[config.mk]
export PLATFORM = sky130hd
export DESIGN_NAME = dpls_serializer
export DESIGN_NICKNAME = d
export VERILOG_FILES = /design/src/rtl/dpls_pkg.sv /design/src/rtl/dpls_serializer.sv
export SDC_FILE = /design/constraint.sdc
export NUM_CORES = 1
export LEC_CHECK = 0
export BUFFER_PORTS_ARGS = -buffer_cell sky130_fd_sc_hd__clkbuf_2
export CAP_MARGIN = 0
export CORE_ASPECT_RATIO = 1.5
export CORE_MARGIN = 4
export CORE_UTILIZATION = 61
export DETAILED_ROUTE_END_ITERATION = 7
export PLACE_DENSITY_LB_ADDON = 0.1
export SLEW_MARGIN = 20
export SYNTH_ARGS = -nofsm -noshare
export SYNTH_HDL_FRONTEND = slang
export SYNTH_SLANG_ARGS = --single-unit
[constraint.sdc]
create_clock -name clk -period 7.1 [get_ports clk]
set_input_delay 0.71 -clock clk [delete_from_list [all_inputs] [get_ports clk]]
set_output_delay 0.71 -clock clk [all_outputs]
set_load 0.02 [all_outputs]
[src/rtl/dpls_pkg.sv]
/*
 * constants of the dual pixel serializer: frame layout, timing, drive field layout.
 * assumes a 125 MHz system clock and a pixel clock of at most 8 MHz sampled by it.
 */
package dpls_pkg;
    // ==========================================
    // frame geometry
    localparam int PIX_W = 30;             // bits of one rgb pixel
    localparam int CTRL_W = 5;             // hsync, vsync, de, user0, user1
    localparam int GROUP_W = 35;           // pixel plus control per port group
    localparam int LANES = 10;             // serial data lanes, 0-4 odd, 5-9 even
    localparam int LANES_GROUP = 5;        // lanes per port group
    localparam int BITS_LANE = 7;          // serial bits per lane per frame
    localparam int WORD_W = 70;            // bits per frame over all lanes
    localparam logic [2:0] LAST_BIT = 3'h6;
    // forwarded clock shape over the seven bit slots
    localparam logic [6:0] CLK_PATTERN = 7'h0F;

    // ==========================================
    // timing
    localparam int CLK_PERIOD_NS = 8;      // system clock period
    localparam int BIT_TIME_NS = 16;       // least time one serial bit stands
    localparam int BIT_CYCLES = (BIT_TIME_NS + CLK_PERIOD_NS - 1) / CLK_PERIOD_NS;
    localparam logic [3:0] BIT_LAST = 4'(BIT_CYCLES - 1);

    // ==========================================
    // drive setting field positions
    localparam int EVEN_SWING_BIT = 5;
    localparam int ODD_SWING_BIT = 4;
    localparam int EVEN_OFFS_LSB = 2;
    localparam int ODD_OFFS_LSB = 0;
    localparam logic [5:0] DRIVE_RESET = 6'h00;
    localparam logic [1:0] COUNT_FULL = 2'h2;
endpackage

[src/rtl/dpls_serializer.sv]
/*
 * dual pixel video serializer: samples pins, buffers two words, shifts ten lanes.
 * assumes config inputs come from logic on clk; pixel pins and the pixel clock do not.
 */
`timescale 1ns/1ps

// How it works
// - two pixels plus controls onto ten lanes
// - seventy bits per frame, seven per lane
// - single mode uses odd lanes only
// - dual mode sends second pixel on even lanes
// - edge select pin picks rising or falling
// - swing and offset reduced by drive settings
// - sample point shifted after the pixel edge
// - odd pixel, even group and output lanes individually disabled
// - power down low stops all serializing
// - drive register bits swing five four, offsets
module dpls_serializer (
    // system
    input wire logic clk,
    input wire logic reset,
    // video source pins
    input wire logic pixel_clock_in,
    input wire logic input_edge_select,
    input wire logic power_down_n,
    input wire logic [29:0] pixel_odd,
    input wire logic [29:0] pixel_even,
    input wire logic hsync,
    input wire logic vsync,
    input wire logic data_enable,
    input wire logic [1:0] user_ctrl,
    output logic pixel_ready,
    // configuration from the serial port logic
    input wire logic dual_pixel_mode,
    input wire logic [1:0] sample_delay,
    input wire logic [1:0] input_group_enable,
    input wire logic [9:0] output_lane_enable,
    input wire logic [5:0] drive_config,
    // link toward the panel receiver
    input wire logic link_ready,
    output logic [9:0] serial_out,
    output logic [1:0] fwd_clock_out,
    output logic [2:0] odd_port_drive_setting,
    output logic [2:0] even_port_drive_setting
);
    // ==========================================
    // state
    typedef struct packed {
        logic clk_s1;              // pixel clock synchroniser, first stage
        logic clk_s2;              // pixel clock synchroniser, second stage
        logic clk_s3;              // previous clock level for edge finding
        logic edge_s1;
        logic edge_s2;
        logic pd_s1;
        logic pd_s2;
        logic [64:0] data_s1;      // pins: ctrl, even, odd
        logic [64:0] data_s2;
        logic armed;               // sample point pending
        logic [1:0] dcnt;          // cycles left to the sample point
        logic [69:0] b0;           // buffer head
        logic [69:0] b1;           // buffer second entry
        logic [1:0] count;         // buffer occupancy
        logic [69:0] shift;        // word on the lanes
        logic frame_active;
        logic frame_dual;          // mode latched at frame load
        logic [2:0] bit_idx;
        logic [3:0] bit_cnt;
        logic [9:0] ser;
        logic [1:0] fclk;
        logic [5:0] drive;
    } dpls_state_t;

    dpls_state_t st_reg;
    dpls_state_t st_next;
    logic sel_edge;                // chosen pixel clock edge seen
    logic capture_now;             // pins sampled this cycle
    logic push;                    // captured word enters buffer
    logic frame_end;               // last cycle of last bit slot
    logic load;                    // buffer head moves to the lanes
    logic [69:0] new_word;

    // ==========================================
    // functions
    // builds the frame word from pins, honouring mode and input group enables
    function automatic logic [69:0] build_word(input logic [64:0] d, input logic dual,
                                               input logic [1:0] gen);
        logic [34:0] odd_g;
        logic [34:0] even_g;
        odd_g = {d[64:60], gen[0] ? d[29:0] : 30'h00000000};
        even_g = (dual && gen[1]) ? {d[64:60], d[59:30]} : 35'h000000000;
        return {even_g, odd_g};
    endfunction

    // picks the current bit of every lane, masked by lane enable
    function automatic logic [9:0] lanes(input logic [69:0] w, input logic [2:0] idx,
                                         input logic [9:0] en, input logic dual);
        logic [9:0] r;
        r = 10'h000;
        for (int l = 0; l < dpls_pkg::LANES; l++) begin
            r[l] = w[l * dpls_pkg::BITS_LANE + int'(idx)] & en[l];
        end
        if (!dual) begin
            r[9:5] = 5'h00;
        end
        return r;
    endfunction

    // ==========================================
    // combinational helpers
    assign sel_edge = st_reg.edge_s2 ? (st_reg.clk_s2 & ~st_reg.clk_s3)
                                     : (~st_reg.clk_s2 & st_reg.clk_s3);
    assign capture_now = st_reg.pd_s2 &&
        ((sel_edge && sample_delay == 2'h0) || (st_reg.armed && st_reg.dcnt == 2'h1));
    assign push = capture_now && st_reg.count != dpls_pkg::COUNT_FULL;
    assign frame_end = st_reg.frame_active && st_reg.bit_idx == dpls_pkg::LAST_BIT &&
                       st_reg.bit_cnt == dpls_pkg::BIT_LAST;
    assign load = st_reg.pd_s2 && link_ready && st_reg.count != 2'h0 &&
                  (!st_reg.frame_active || frame_end);
    assign new_word = build_word(st_reg.data_s2, dual_pixel_mode, input_group_enable);
    assign pixel_ready = st_reg.count != dpls_pkg::COUNT_FULL;

    // ==========================================
    // next state
    always_comb begin
        st_next = st_reg;
        // synchronisers: first stage read only by the second
        st_next.clk_s1 = pixel_clock_in;
        st_next.clk_s2 = st_reg.clk_s1;
        st_next.clk_s3 = st_reg.clk_s2;
        st_next.edge_s1 = input_edge_select;
        st_next.edge_s2 = st_reg.edge_s1;
        st_next.pd_s1 = power_down_n;
        st_next.pd_s2 = st_reg.pd_s1;
        st_next.data_s1 = {user_ctrl, data_enable, vsync, hsync, pixel_even, pixel_odd};
        st_next.data_s2 = st_reg.data_s1;
        // sample point delay after the chosen edge
        if (sel_edge && sample_delay != 2'h0) begin
            st_next.armed = 1'b1;
            st_next.dcnt = sample_delay;
        end else if (st_reg.armed) begin
            st_next.dcnt = st_reg.dcnt - 2'h1;
            st_next.armed = st_reg.dcnt != 2'h1;
        end
        // two entry buffer
        if (load && push) begin
            st_next.b0 = (st_reg.count == 2'h1) ? new_word : st_reg.b1;
            st_next.b1 = new_word;
        end else if (load) begin
            st_next.b0 = st_reg.b1;
            st_next.count = st_reg.count - 2'h1;
        end else if (push) begin
            if (st_reg.count == 2'h0) begin
                st_next.b0 = new_word;
            end else begin
                st_next.b1 = new_word;
            end
            st_next.count = st_reg.count + 2'h1;
        end
        // serial bit timing
        if (load) begin
            st_next.shift = st_reg.b0;
            st_next.frame_active = 1'b1;
            st_next.frame_dual = dual_pixel_mode;
            st_next.bit_idx = 3'h0;
            st_next.bit_cnt = 4'h0;
        end else if (frame_end) begin
            st_next.frame_active = 1'b0;
        end else if (st_reg.frame_active) begin
            if (st_reg.bit_cnt == dpls_pkg::BIT_LAST) begin
                st_next.bit_cnt = 4'h0;
                st_next.bit_idx = st_reg.bit_idx + 3'h1;
            end else begin
                st_next.bit_cnt = st_reg.bit_cnt + 4'h1;
            end
        end
        // power down drops everything in flight
        if (!st_reg.pd_s2) begin
            st_next.armed = 1'b0;
            st_next.count = 2'h0;
            st_next.frame_active = 1'b0;
            st_next.drive = st_reg.drive;
        end else begin
            st_next.drive = drive_config;
        end
        // lane outputs follow the next state so they change with the bit slot
        if (st_next.frame_active) begin
            st_next.ser = lanes(st_next.shift, st_next.bit_idx, output_lane_enable,
                                st_next.frame_dual);
            st_next.fclk[0] = dpls_pkg::CLK_PATTERN[st_next.bit_idx];
            st_next.fclk[1] = dpls_pkg::CLK_PATTERN[st_next.bit_idx] & st_next.frame_dual;
        end else begin
            st_next.ser = 10'h000;
            st_next.fclk = 2'h0;
        end
    end

    // ==========================================
    // state register
    always_ff @(posedge clk) begin
        if (reset) begin
            st_reg <= '0;
            st_reg.drive <= dpls_pkg::DRIVE_RESET;
        end else begin
            st_reg <= st_next;
        end
    end

    // ==========================================
    // outputs
    assign serial_out = st_reg.ser;
    assign fwd_clock_out = st_reg.fclk;
    assign odd_port_drive_setting = {st_reg.drive[dpls_pkg::ODD_SWING_BIT],
        st_reg.drive[dpls_pkg::ODD_OFFS_LSB +: 2]};
    assign even_port_drive_setting = {st_reg.drive[dpls_pkg::EVEN_SWING_BIT],
        st_reg.drive[dpls_pkg::EVEN_OFFS_LSB +: 2]};
endmodule // dpls_serializer

## Word level (Yosys, flattened, before mapping)

Memories as Yosys holds them, arrays and structs flattened.
Cells that the tools add are included.

- Register bits after elaboration: 379
- ROM bits: 8
- Input bits: 92
- Output and inout port bits: 19
- Word-level logic and storage cells: 162
- Memories kept: 1

Memories:

| memory | words | bits a word | rd ports | clocked after Yosys merged registers in | write ports | line | source |
|---|---|---|---|---|---|---|---|
| (no name shown) | 8 | 1 | 1 | 0 | 0 | dpls_serializer.sv:190 | `st_next.fclk[1] = dpls_pkg::CLK_PATTERN[st_next.bit_idx] & st_next.frame_dual;` |

- Add/sub/neg operators: 14
- Order comparisons: 11
- Equal/unequal tests: 8
- Muxes and demuxes: 53
- Bitwise logic cells: 20
- Reductions and logical operators: 32

Operators with widths:

| cell | count |
|---|---|
| $mux W70 | 6 |
| $mux W142 | 1 |
| $mux W140 | 1 |
| $bmux W1 S7 | 9 |
| $lt A7 B8 Y1 const B | 5 |
| $add A6 B3 Y7 const A | 5 |
| $mux W35 | 1 |
| $mux W30 | 1 |
| $mux W1 | 25 |
| $mux W7 | 3 |
| $lt A6 B8 Y1 const B | 2 |
| $and A1 B1 Y1 | 13 |
| $add A5 B3 Y6 const A | 2 |
| $logic_and A1 B1 Y1 | 12 |
| $reduce_bool A2 Y1 | 5 |
| $mux W3 | 3 |
| $lt A3 B8 Y1 const B | 1 |
| $lt A4 B8 Y1 const B | 1 |
| $lt A5 B8 Y1 const B | 1 |
| $not A1 Y1 | 7 |
| $reduce_and A2 Y1 | 3 |
| $reduce_bool A3 Y1 | 2 |
| $reduce_or A2 Y1 | 3 |
| $add A4 B3 Y5 const A | 1 |
| 19 further kinds | 25 |

## Depth between registers and ports, before layout

Gate-level depths: netlist (run 1).

- Depth after elaboration: 11
- Depth in mapped cells: 17
- Mapped depth without buffers: 13

## Worst setup path after synthesis (run 1)

OpenSTA, ideal clock, no wires.

- Path type: register to register
- From: register st_reg[21] in the netlist's numbering
- To: register st_reg[169] in the netlist's numbering
- Library setup time: 0.086 ns
- Arrival time: 3.321 ns
- Data required time: 7.014 ns
- Path slack: 3.693 ns
- Cell stages (with the launch flop): 14
- Path buffers: 6
- Period minus slack after synthesis: 3.407 ns
- Path through: dfxtp_1 > or4b_4 > o21ai_1 > and2_1 > buf_2 > buf_2 > buf_2 > buf_1 > ha_1 > mux2i_4 > buf_2 > buf_2 > a21oi_1 > a211oi_1

- Longest elaborated chain between the ends: 7
- Elaborated cells between the ends (all ways): 10

Ends and longest elaborated chain:

| what | line | source |
|---|---|---|
| start, declared | dpls_serializer.sv:73 | `dpls_state_t st_reg;` |
| start signal, assigned | dpls_serializer.sv:204 | `st_reg <= st_next;` |
| $eq A4 B1 Y1 * | dpls_serializer.sv:116 | `st_reg.bit_cnt == dpls_pkg::BIT_LAST;` |
| $logic_and A1 B1 Y1 * | dpls_serializer.sv:115 | `assign frame_end = st_reg.frame_active && st_reg.bit_idx == dpls_pkg::LAST_BIT &&` |
| $logic_or A1 B1 Y1 * | dpls_serializer.sv:118 | `(!st_reg.frame_active \|\| frame_end);` |
| $logic_and A1 B1 Y1 * | dpls_serializer.sv:117 | `assign load = st_reg.pd_s2 && link_ready && st_reg.count != 2'h0 &&` |
| $logic_and A1 B1 Y1 | dpls_serializer.sv:145 | `if (load && push) begin` |
| $reduce_bool A3 Y1 (no source line) | n/a |  |
| $reduce_and A2 Y1 (no source line) | n/a |  |

Mark *: on every way between the ends. The rest lies on a longest branch, timed or not.
A chain may end at the register's enable or synchronous reset.

## Final worst setup path (run 1)

- From: register st_reg[18] in the netlist's numbering
- To: register st_reg[213] in the netlist's numbering

Same word-level chain as after synthesis.

==> impl_metrics.toml, run 1 <==
[status]
status = "completed"

[cts]
clk-insertion-delay-late_ns = 0.52
postCtsSetupBuffers = 0
numCtsBuffers = 35
clock-sinks = 379
path_clk_slew_ns = 0.07
cts-root-buf = "clkbuf_16"
cts-htree-levels = 2
postCtsHoldBufs = 0
cts_tree = "built"
cts_resized = 0
cts_max_path_buffers = 3

[sta]
fin_skew_ns = 0.0119
finalCritPeriodShare_pct = 61.9
fin_setup_tns_ns = 0
period_needed_ns = 4.39
worst_slew_pin_slew_ns = 0.995
hold_viol = 0
maxSlewViolCount = 0
relSlewSlack_pct = 33.6
rsz0062_at_grt = "no"
setup_viol = 0
max_freq_mhz = 228

[finish]
drive_above_1_share_pct = 11.6
fin_area_um2 = 16500
largest_reg_flops = 287
n_antenna_cell = 0
area_growth_pct = 10.9
final_cells = 2132
nNetsFinal = 1894

[power]
p_leak_uw = 0.00598
p_clk_share_pct = 46.1
internal_power_uw = 3390
p_comb_share_pct = 2.7
powerDensity_nw_per_um2 = 257
p_sw_share_pct = 20.4
power_switching_uw = 868
p_seq_share_pct = 51.2
peakVddDrop_uv = 238

[synth]
synth_area_leaders = "dfxtp_1, nand2_1, a21oi_1"
synthTopCellsByCount = "dfxtp_1, nand2_1, a21oi_1"
synth_nets = 1886
synth.distinct_cells = 60
synth_area_leader_cell = "dfxtp_1"
mappedNetlistArea_um2 = 14900
synth.avg_cell_area_um2 = 8.37
ys_seq_area_share_pct = 50.9
yosysWarnings = 0
ys.flop_type = "dfxtp_1"
syn_inst = 1779
yosysMostFrequentCell = "dfxtp_1"
synth-edff-count = 0
synthArstFlopShare_pct = 0
ys_ff_latch = 379
synth_top_area_share_pct = 50.9

[placed_design]
routabilityCongestion = 0.835
hpwl_um = 18800
dp_cells = 2069
portBuffers = 110
placed_cell_area_um2 = 15300

[routing]
drc = 0
wirelength_um = 31000
drt_iter0_drc = 757
via_count = 11452
ant_nets = 0
via_per_inst = 5.37
avgRoutedWirePerCell_um = 14.5
drt-pass1-iter-count = 6

[setup_path]
cp-start-kind = "register"
cp.required_ns = 7.52
timing_worst_setup_path_type = "register to register"
critPathCaptureType = "register"
crit_arrival_ns = 4.82
critPathMaxFanout = 85

[floorplanning]
core_um2 = 23900
initial_core_util_pct = 62.3
die-area_um2 = 27000
chipHeight_um = 199
boundaryPins = 111
placementRows = 69
die_w_um = 136

[global_routing]
first_global_vias = 10318
antenna_found_initial = 0
grt.total_usage_pct = 22.7
grt_pass1_wl_um = 50600
overflow = 0
grt_max_degree = 238

[worst_hold_path]
hold_path_class = "input pin to register"

[flow_run]
cap_violations = 0
-- power groups by stage --
stage / clock network (uW) / registers (uW) / logic [uW]
4_1_cts: 2000 / 2180 / 115
5_1_grt: 2080 / 2180 / 129
2_1_floorplan: 0 / 2220 / 79.6
6_report: 1960 / 2180 / 113
3_5_place_dp: 0 / 2230 / 114
3_3_place_gp: 0 / 2230 / 113
-- critical path: stages, from the launching register on --
cell	delay, ns
dfxtp_1	0.42
or4b_4	0.53
o21ai_1	0.29
and2_2	0.22
buf_4	0.68
ha_1	0.38
mux2i_4	0.67
buf_4	0.64
a21oi_1	0.16
a211oi_1	0.28
-- kinds of logic after synthesis --
logic type               share of synthesized area, %
buffers and inverters                            5.03
multiplexers                                     4.68
AO/OA/AOI/OAI                                    14.6
adder cells (fa/ha/maj)                          1.26
XOR/XNOR                                        0.353
flip-flops                                       50.9
AND/OR/NAND/NOR                                  23.1
-- metrics by stage --
| step | power (uW) | worst slack, ns | util, % | hold WS [ns] |
|---|---|---|---|---|
| floorplan | 2300 | 3.69 | - | 0.414 |
| global route | 4390 | 2.39 | 69.1 | 0.373 |
| CTS | 4300 | 2.71 | 69.1 | 0.361 |
| global placement | 2340 | 2.81 | 64.0 | 0.416 |
| finish | 4250 | 2.71 | 69.1 | 0.374 |
| detailed placement | 2340 | 2.72 | 64.0 | 0.420 |
-- layout make-up --
| class | count | area [um^2] |
|---|---|---|
| clock buffer | 50 | 1040 |
| clock inverter | 13 | 181 |
| tap | 319 | 399 |
| multi-input combinational | 1234 | 6580 |
| inverter | 12 | 46.3 |
| sequential | 379 | 7590 |
| timing repair buffer | 125 | 686 |
| fill | 2003 | 7390 |
-- final timing paths --
| check | from | endpoint | slack, ns | cells past startpoint |
|---|---|---|---|---|
| worst min-delay path | output_lane_enable[2] | serial_out[2]$_SDFF_PP0_ | 0.37 | 3 |
| worst max register to register | st_reg[18]$_SDFFE_PP0P_ | st_reg[213]$_SDFFE_PP0P_ | 2.71 | 9 |
| worst max-delay path | st_reg[18]$_SDFFE_PP0P_ | st_reg[213]$_SDFFE_PP0P_ | 2.71 | 9 |
| worst min register to register | st_next[258]$_SDFF_PP0_ | st_reg[258]$_SDFF_PP0_ | 0.43 | 1 |
-- cells in the final DEF (no fill, tap or decap), drive strengths merged, types with 3 or more instances in the layout --
master,synthesis,layout
dfxtp,379,379
nand2,350,350
a21oi,232,232
nor2,187,187
clkbuf,96,158
nor2b,138,138
a211oi,74,74
nand3,70,70
mux2i,56,56
o21ai,35,35
buf,58,17
ha,15,15
inv,11,14
nor3,10,10
a31oi,7,7
clkinv,1,5
mux2,5,5
a311oi,4,4
nor3b,4,4
bufinv,0,4
xnor2,3,3
xor2,3,3
mux4,3,3
and2,3,3
a21o,3,3
-- metal layers --
metal | vias up | wire (um) | global-route usage, % | share of wire (%)
li1 | 5935 | - | - | -
met1 | 5213 | 14300 | 30.5 | 46
met2 | 253 | 14400 | 37.4 | 46
met3 | 51 | 1510 | 3.12 | 4.9
met4 | 0 | 815 | 8.37 | 2.6
met5 | - | 0 | 0 | 0
(Power assumes the default switching activity.)
==> inputs of run 2 (changes only) <==
--- a/config.mk
+++ b/config.mk
@@ -5,11 +5,12 @@
 export SDC_FILE = /design/constraint.sdc
 export NUM_CORES = 1
 export LEC_CHECK = 0
+export ABC_AREA = 1
 export BUFFER_PORTS_ARGS = -buffer_cell sky130_fd_sc_hd__clkbuf_2
 export CAP_MARGIN = 0
 export CORE_ASPECT_RATIO = 1.5
 export CORE_MARGIN = 4
-export CORE_UTILIZATION = 61
+export CORE_UTILIZATION = 55
 export DETAILED_ROUTE_END_ITERATION = 7
 export PLACE_DENSITY_LB_ADDON = 0.1
 export SLEW_MARGIN = 20
==> constraint.sdc (replaced) <==
create_clock -name clk -period 3.55 [get_ports clk]
set_input_delay 0.355 -clock clk [delete_from_list [all_inputs] [get_ports clk]]
set_output_delay 0.355 -clock clk [all_outputs]
set_load 0.02 [all_outputs]
==> impl_metrics.toml, run 2 <==
[routing]
via_count = 14133
drt_iter0_drc = 907
wirelength_um = 39800
avgRoutedWirePerCell_um = 14.7
ant_nets = 0
via_per_inst = 5.24
drc = 0
drt-pass1-iter-count = 6

[synth]
synth_top_family_by_area = "compound AO/OA/AOI/OAI gates"
synth.avg_cell_area_um2 = 7.23
yosysWarnings = 0
synthAdderAreaFrac_pct = 1.16
synthSimpleGateAreaFrac_pct = 16.6
synthTopCellsByCount = "dfxtp_1, inv_1, nand2_1"
synth.distinct_cells = 44
ys.flop_type = "dfxtp_1"
synth_compound_area_share_pct = 22.1
ys_seq_area_share_pct = 46.8
synth_area_leaders = "dfxtp_1, o21ai_0, inv_1"
mappedNetlistArea_um2 = 16200
synth_nets = 2351
ys_ff_latch = 379
synth_top_area_share_pct = 46.8
synthMuxAreaShare_pct = 0.185
synth-xor-area-share_pct = 0.216
synthArstFlopShare_pct = 0
syn_inst = 2244
yosysMostFrequentCell = "dfxtp_1"
synth_area_leader_cell = "dfxtp_1"
synth-edff-count = 0

[sta]
maxSlewViolCount = 0
finalCritPeriodShare_pct = 87.2
setup_viol = 0
hold_viol = 0
rsz0062_at_grt = "no"
fin_setup_tns_ns = 0
fin_skew_ns = 0.0122
period_needed_ns = 3.09
relSlewSlack_pct = 29.1
worst_slew_pin_slew_ns = 1.06
holdWs_ns = 0.0144
max_freq_mhz = 323

[cts]
clock-sinks = 379
cts_max_path_buffers = 3
cts-root-buf = "clkbuf_16"
path_clk_slew_ns = 0.06
cts-htree-levels = 2
postCtsSetupBuffers = 0
clk-insertion-delay-late_ns = 0.53
numCtsBuffers = 37
cts_tree = "built"

[power]
p_leak_uw = 0.00775
peakVddDrop_uv = 471
powerDensity_nw_per_um2 = 467

[finish]
seq_area_um2 = 7590
final_common_cell = "dfxtp_1"
fin_util_pct = 63.0
n_antenna_cell = 0
layout_common_cells = "dfxtp_1, inv_1, nand2_1, o21ai_0, nor2_1"
area_growth_pct = 12.3
largest_reg_flops = 287
drive_above_1_share_pct = 10.0
nNetsFinal = 2390
multi_input_area_um2 = 6540
fillers = 2677

[global_routing]
first_global_vias = 13112
grt_max_degree = 141
grt_pass1_wl_um = 65300
antenna_found_initial = 0
overflow = 0
grt.total_usage_pct = 24.4

[setup_path]
timing_worst_setup_path_type = "register to register"
cp_cell_sequence = "inv_1 -> ha_1 -> nand2_1 -> nor2_1 -> nand2_1 -> nand2_2 -> nand2_8 -> inv_2 -> ha_2 -> inv_2 -> buf_4 -> a21oi_1 -> o21ai_0 -> a31oi_1"
cp.required_ns = 3.94
cp_slowest_stage_delay_ns = 0.78
crit_arrival_ns = 3.48
cp_slowest_cell = "buf_4"
worst-path-buf-inv = 4
critPathCaptureType = "register"
critPathMaxFanout = 90
cp-start-kind = "register"
cpLargestDelayFamily = "buffers and inverters"

[floorplanning]
die-area_um2 = 32400
boundaryPins = 111
placementRows = 76
die_w_um = 148
core_um2 = 28900
initial_core_util_pct = 56.1
chipHeight_um = 218

[worst_hold_path]
hold_path_class = "input pin to register"

[placed_design]
hpwl_um = 25700
routabilityCongestion = 0.961
portBuffers = 110

[status]
status = "completed"

[flow_run]
cap_violations = 0
## run 2: metal layers
metal	track usage [%]	wire length (um)
met1	32.1	17800
met2	40.3	18300
met3	3.69	2170
met4	9.71	1460
met5	0	0
## run 2: worst register-to-register path: stages, from the launching register on
cell and delay, ns:
dfxtp_1 0.33, inv_1 0.07, ha_1 0.20, nand2_1 0.11, nor2_1 0.06, nand2_1 0.09, nand2_2 0.22, nand2_8 0.28
inv_2 0.16, ha_2 0.22, inv_2 0.05, buf_4 0.78, a21oi_1 0.13, o21ai_0 0.15, a31oi_1 0.11
## run 2: timing repair
| action | CTS | global route |
|---|---|---|
| resized for setup | 0 | 1 |
| endpoints found under the setup margin | 0 | 33 |
| endpoints found under the hold margin | 33 | 0 |
| hold buffers | 33 | 0 |
## run 2: cell families after synthesis
family                   count (synthesis)
AO/OA/AOI/OAI                          670
multiplexers                             3
adder cells (fa/ha/maj)                 15
flip-flops                             379
XOR/XNOR                                 4
buffers and inverters                  508
AND/OR/NAND/NOR                        665
## run 2: where the power goes
group          leakage, uW  internal, uW  switching, uW
logic              0.00407           121            173
registers          0.00308          4330           23.1
clock network     0.000598          2240           1620
## run 2: final cells by class
type	instances	area share, %
tap	390	2.68
clock buffer	50	5.81
timing repair buffer	168	6.18
clock inverter	15	0.728
sequential	379	41.7
multi-input combinational	1357	35.9
inverter	340	7.02
## run 2: stage by stage
step                      setup WS, ns  instances  area (um^2)  power [uW]
after floorplan                  0.616       2244        16200        4620
after global placement           0.388       2601        16700        4710
after detailed placement         0.252       2601        16700        4720
after CTS                        0.232       2699        18200        8580
after global routing             0.163       2699        18200        8810
final                            0.456       2699        18200        8510
## run 2: worst paths after layout
check                          start                        to  slack [ns]  cells after the start
min                   pixel_clock_in   st_next[377]$_SDFF_PP0_        0.01                      3
max            st_reg[22]$_SDFF_PP0_  st_reg[227]$_SDFFE_PP0P_        0.46                     14
max reg2reg    st_reg[22]$_SDFF_PP0_  st_reg[227]$_SDFFE_PP0P_        0.46                     14
min reg2reg  st_next[264]$_SDFF_PP0_    st_reg[264]$_SDFF_PP0_        0.40                      2
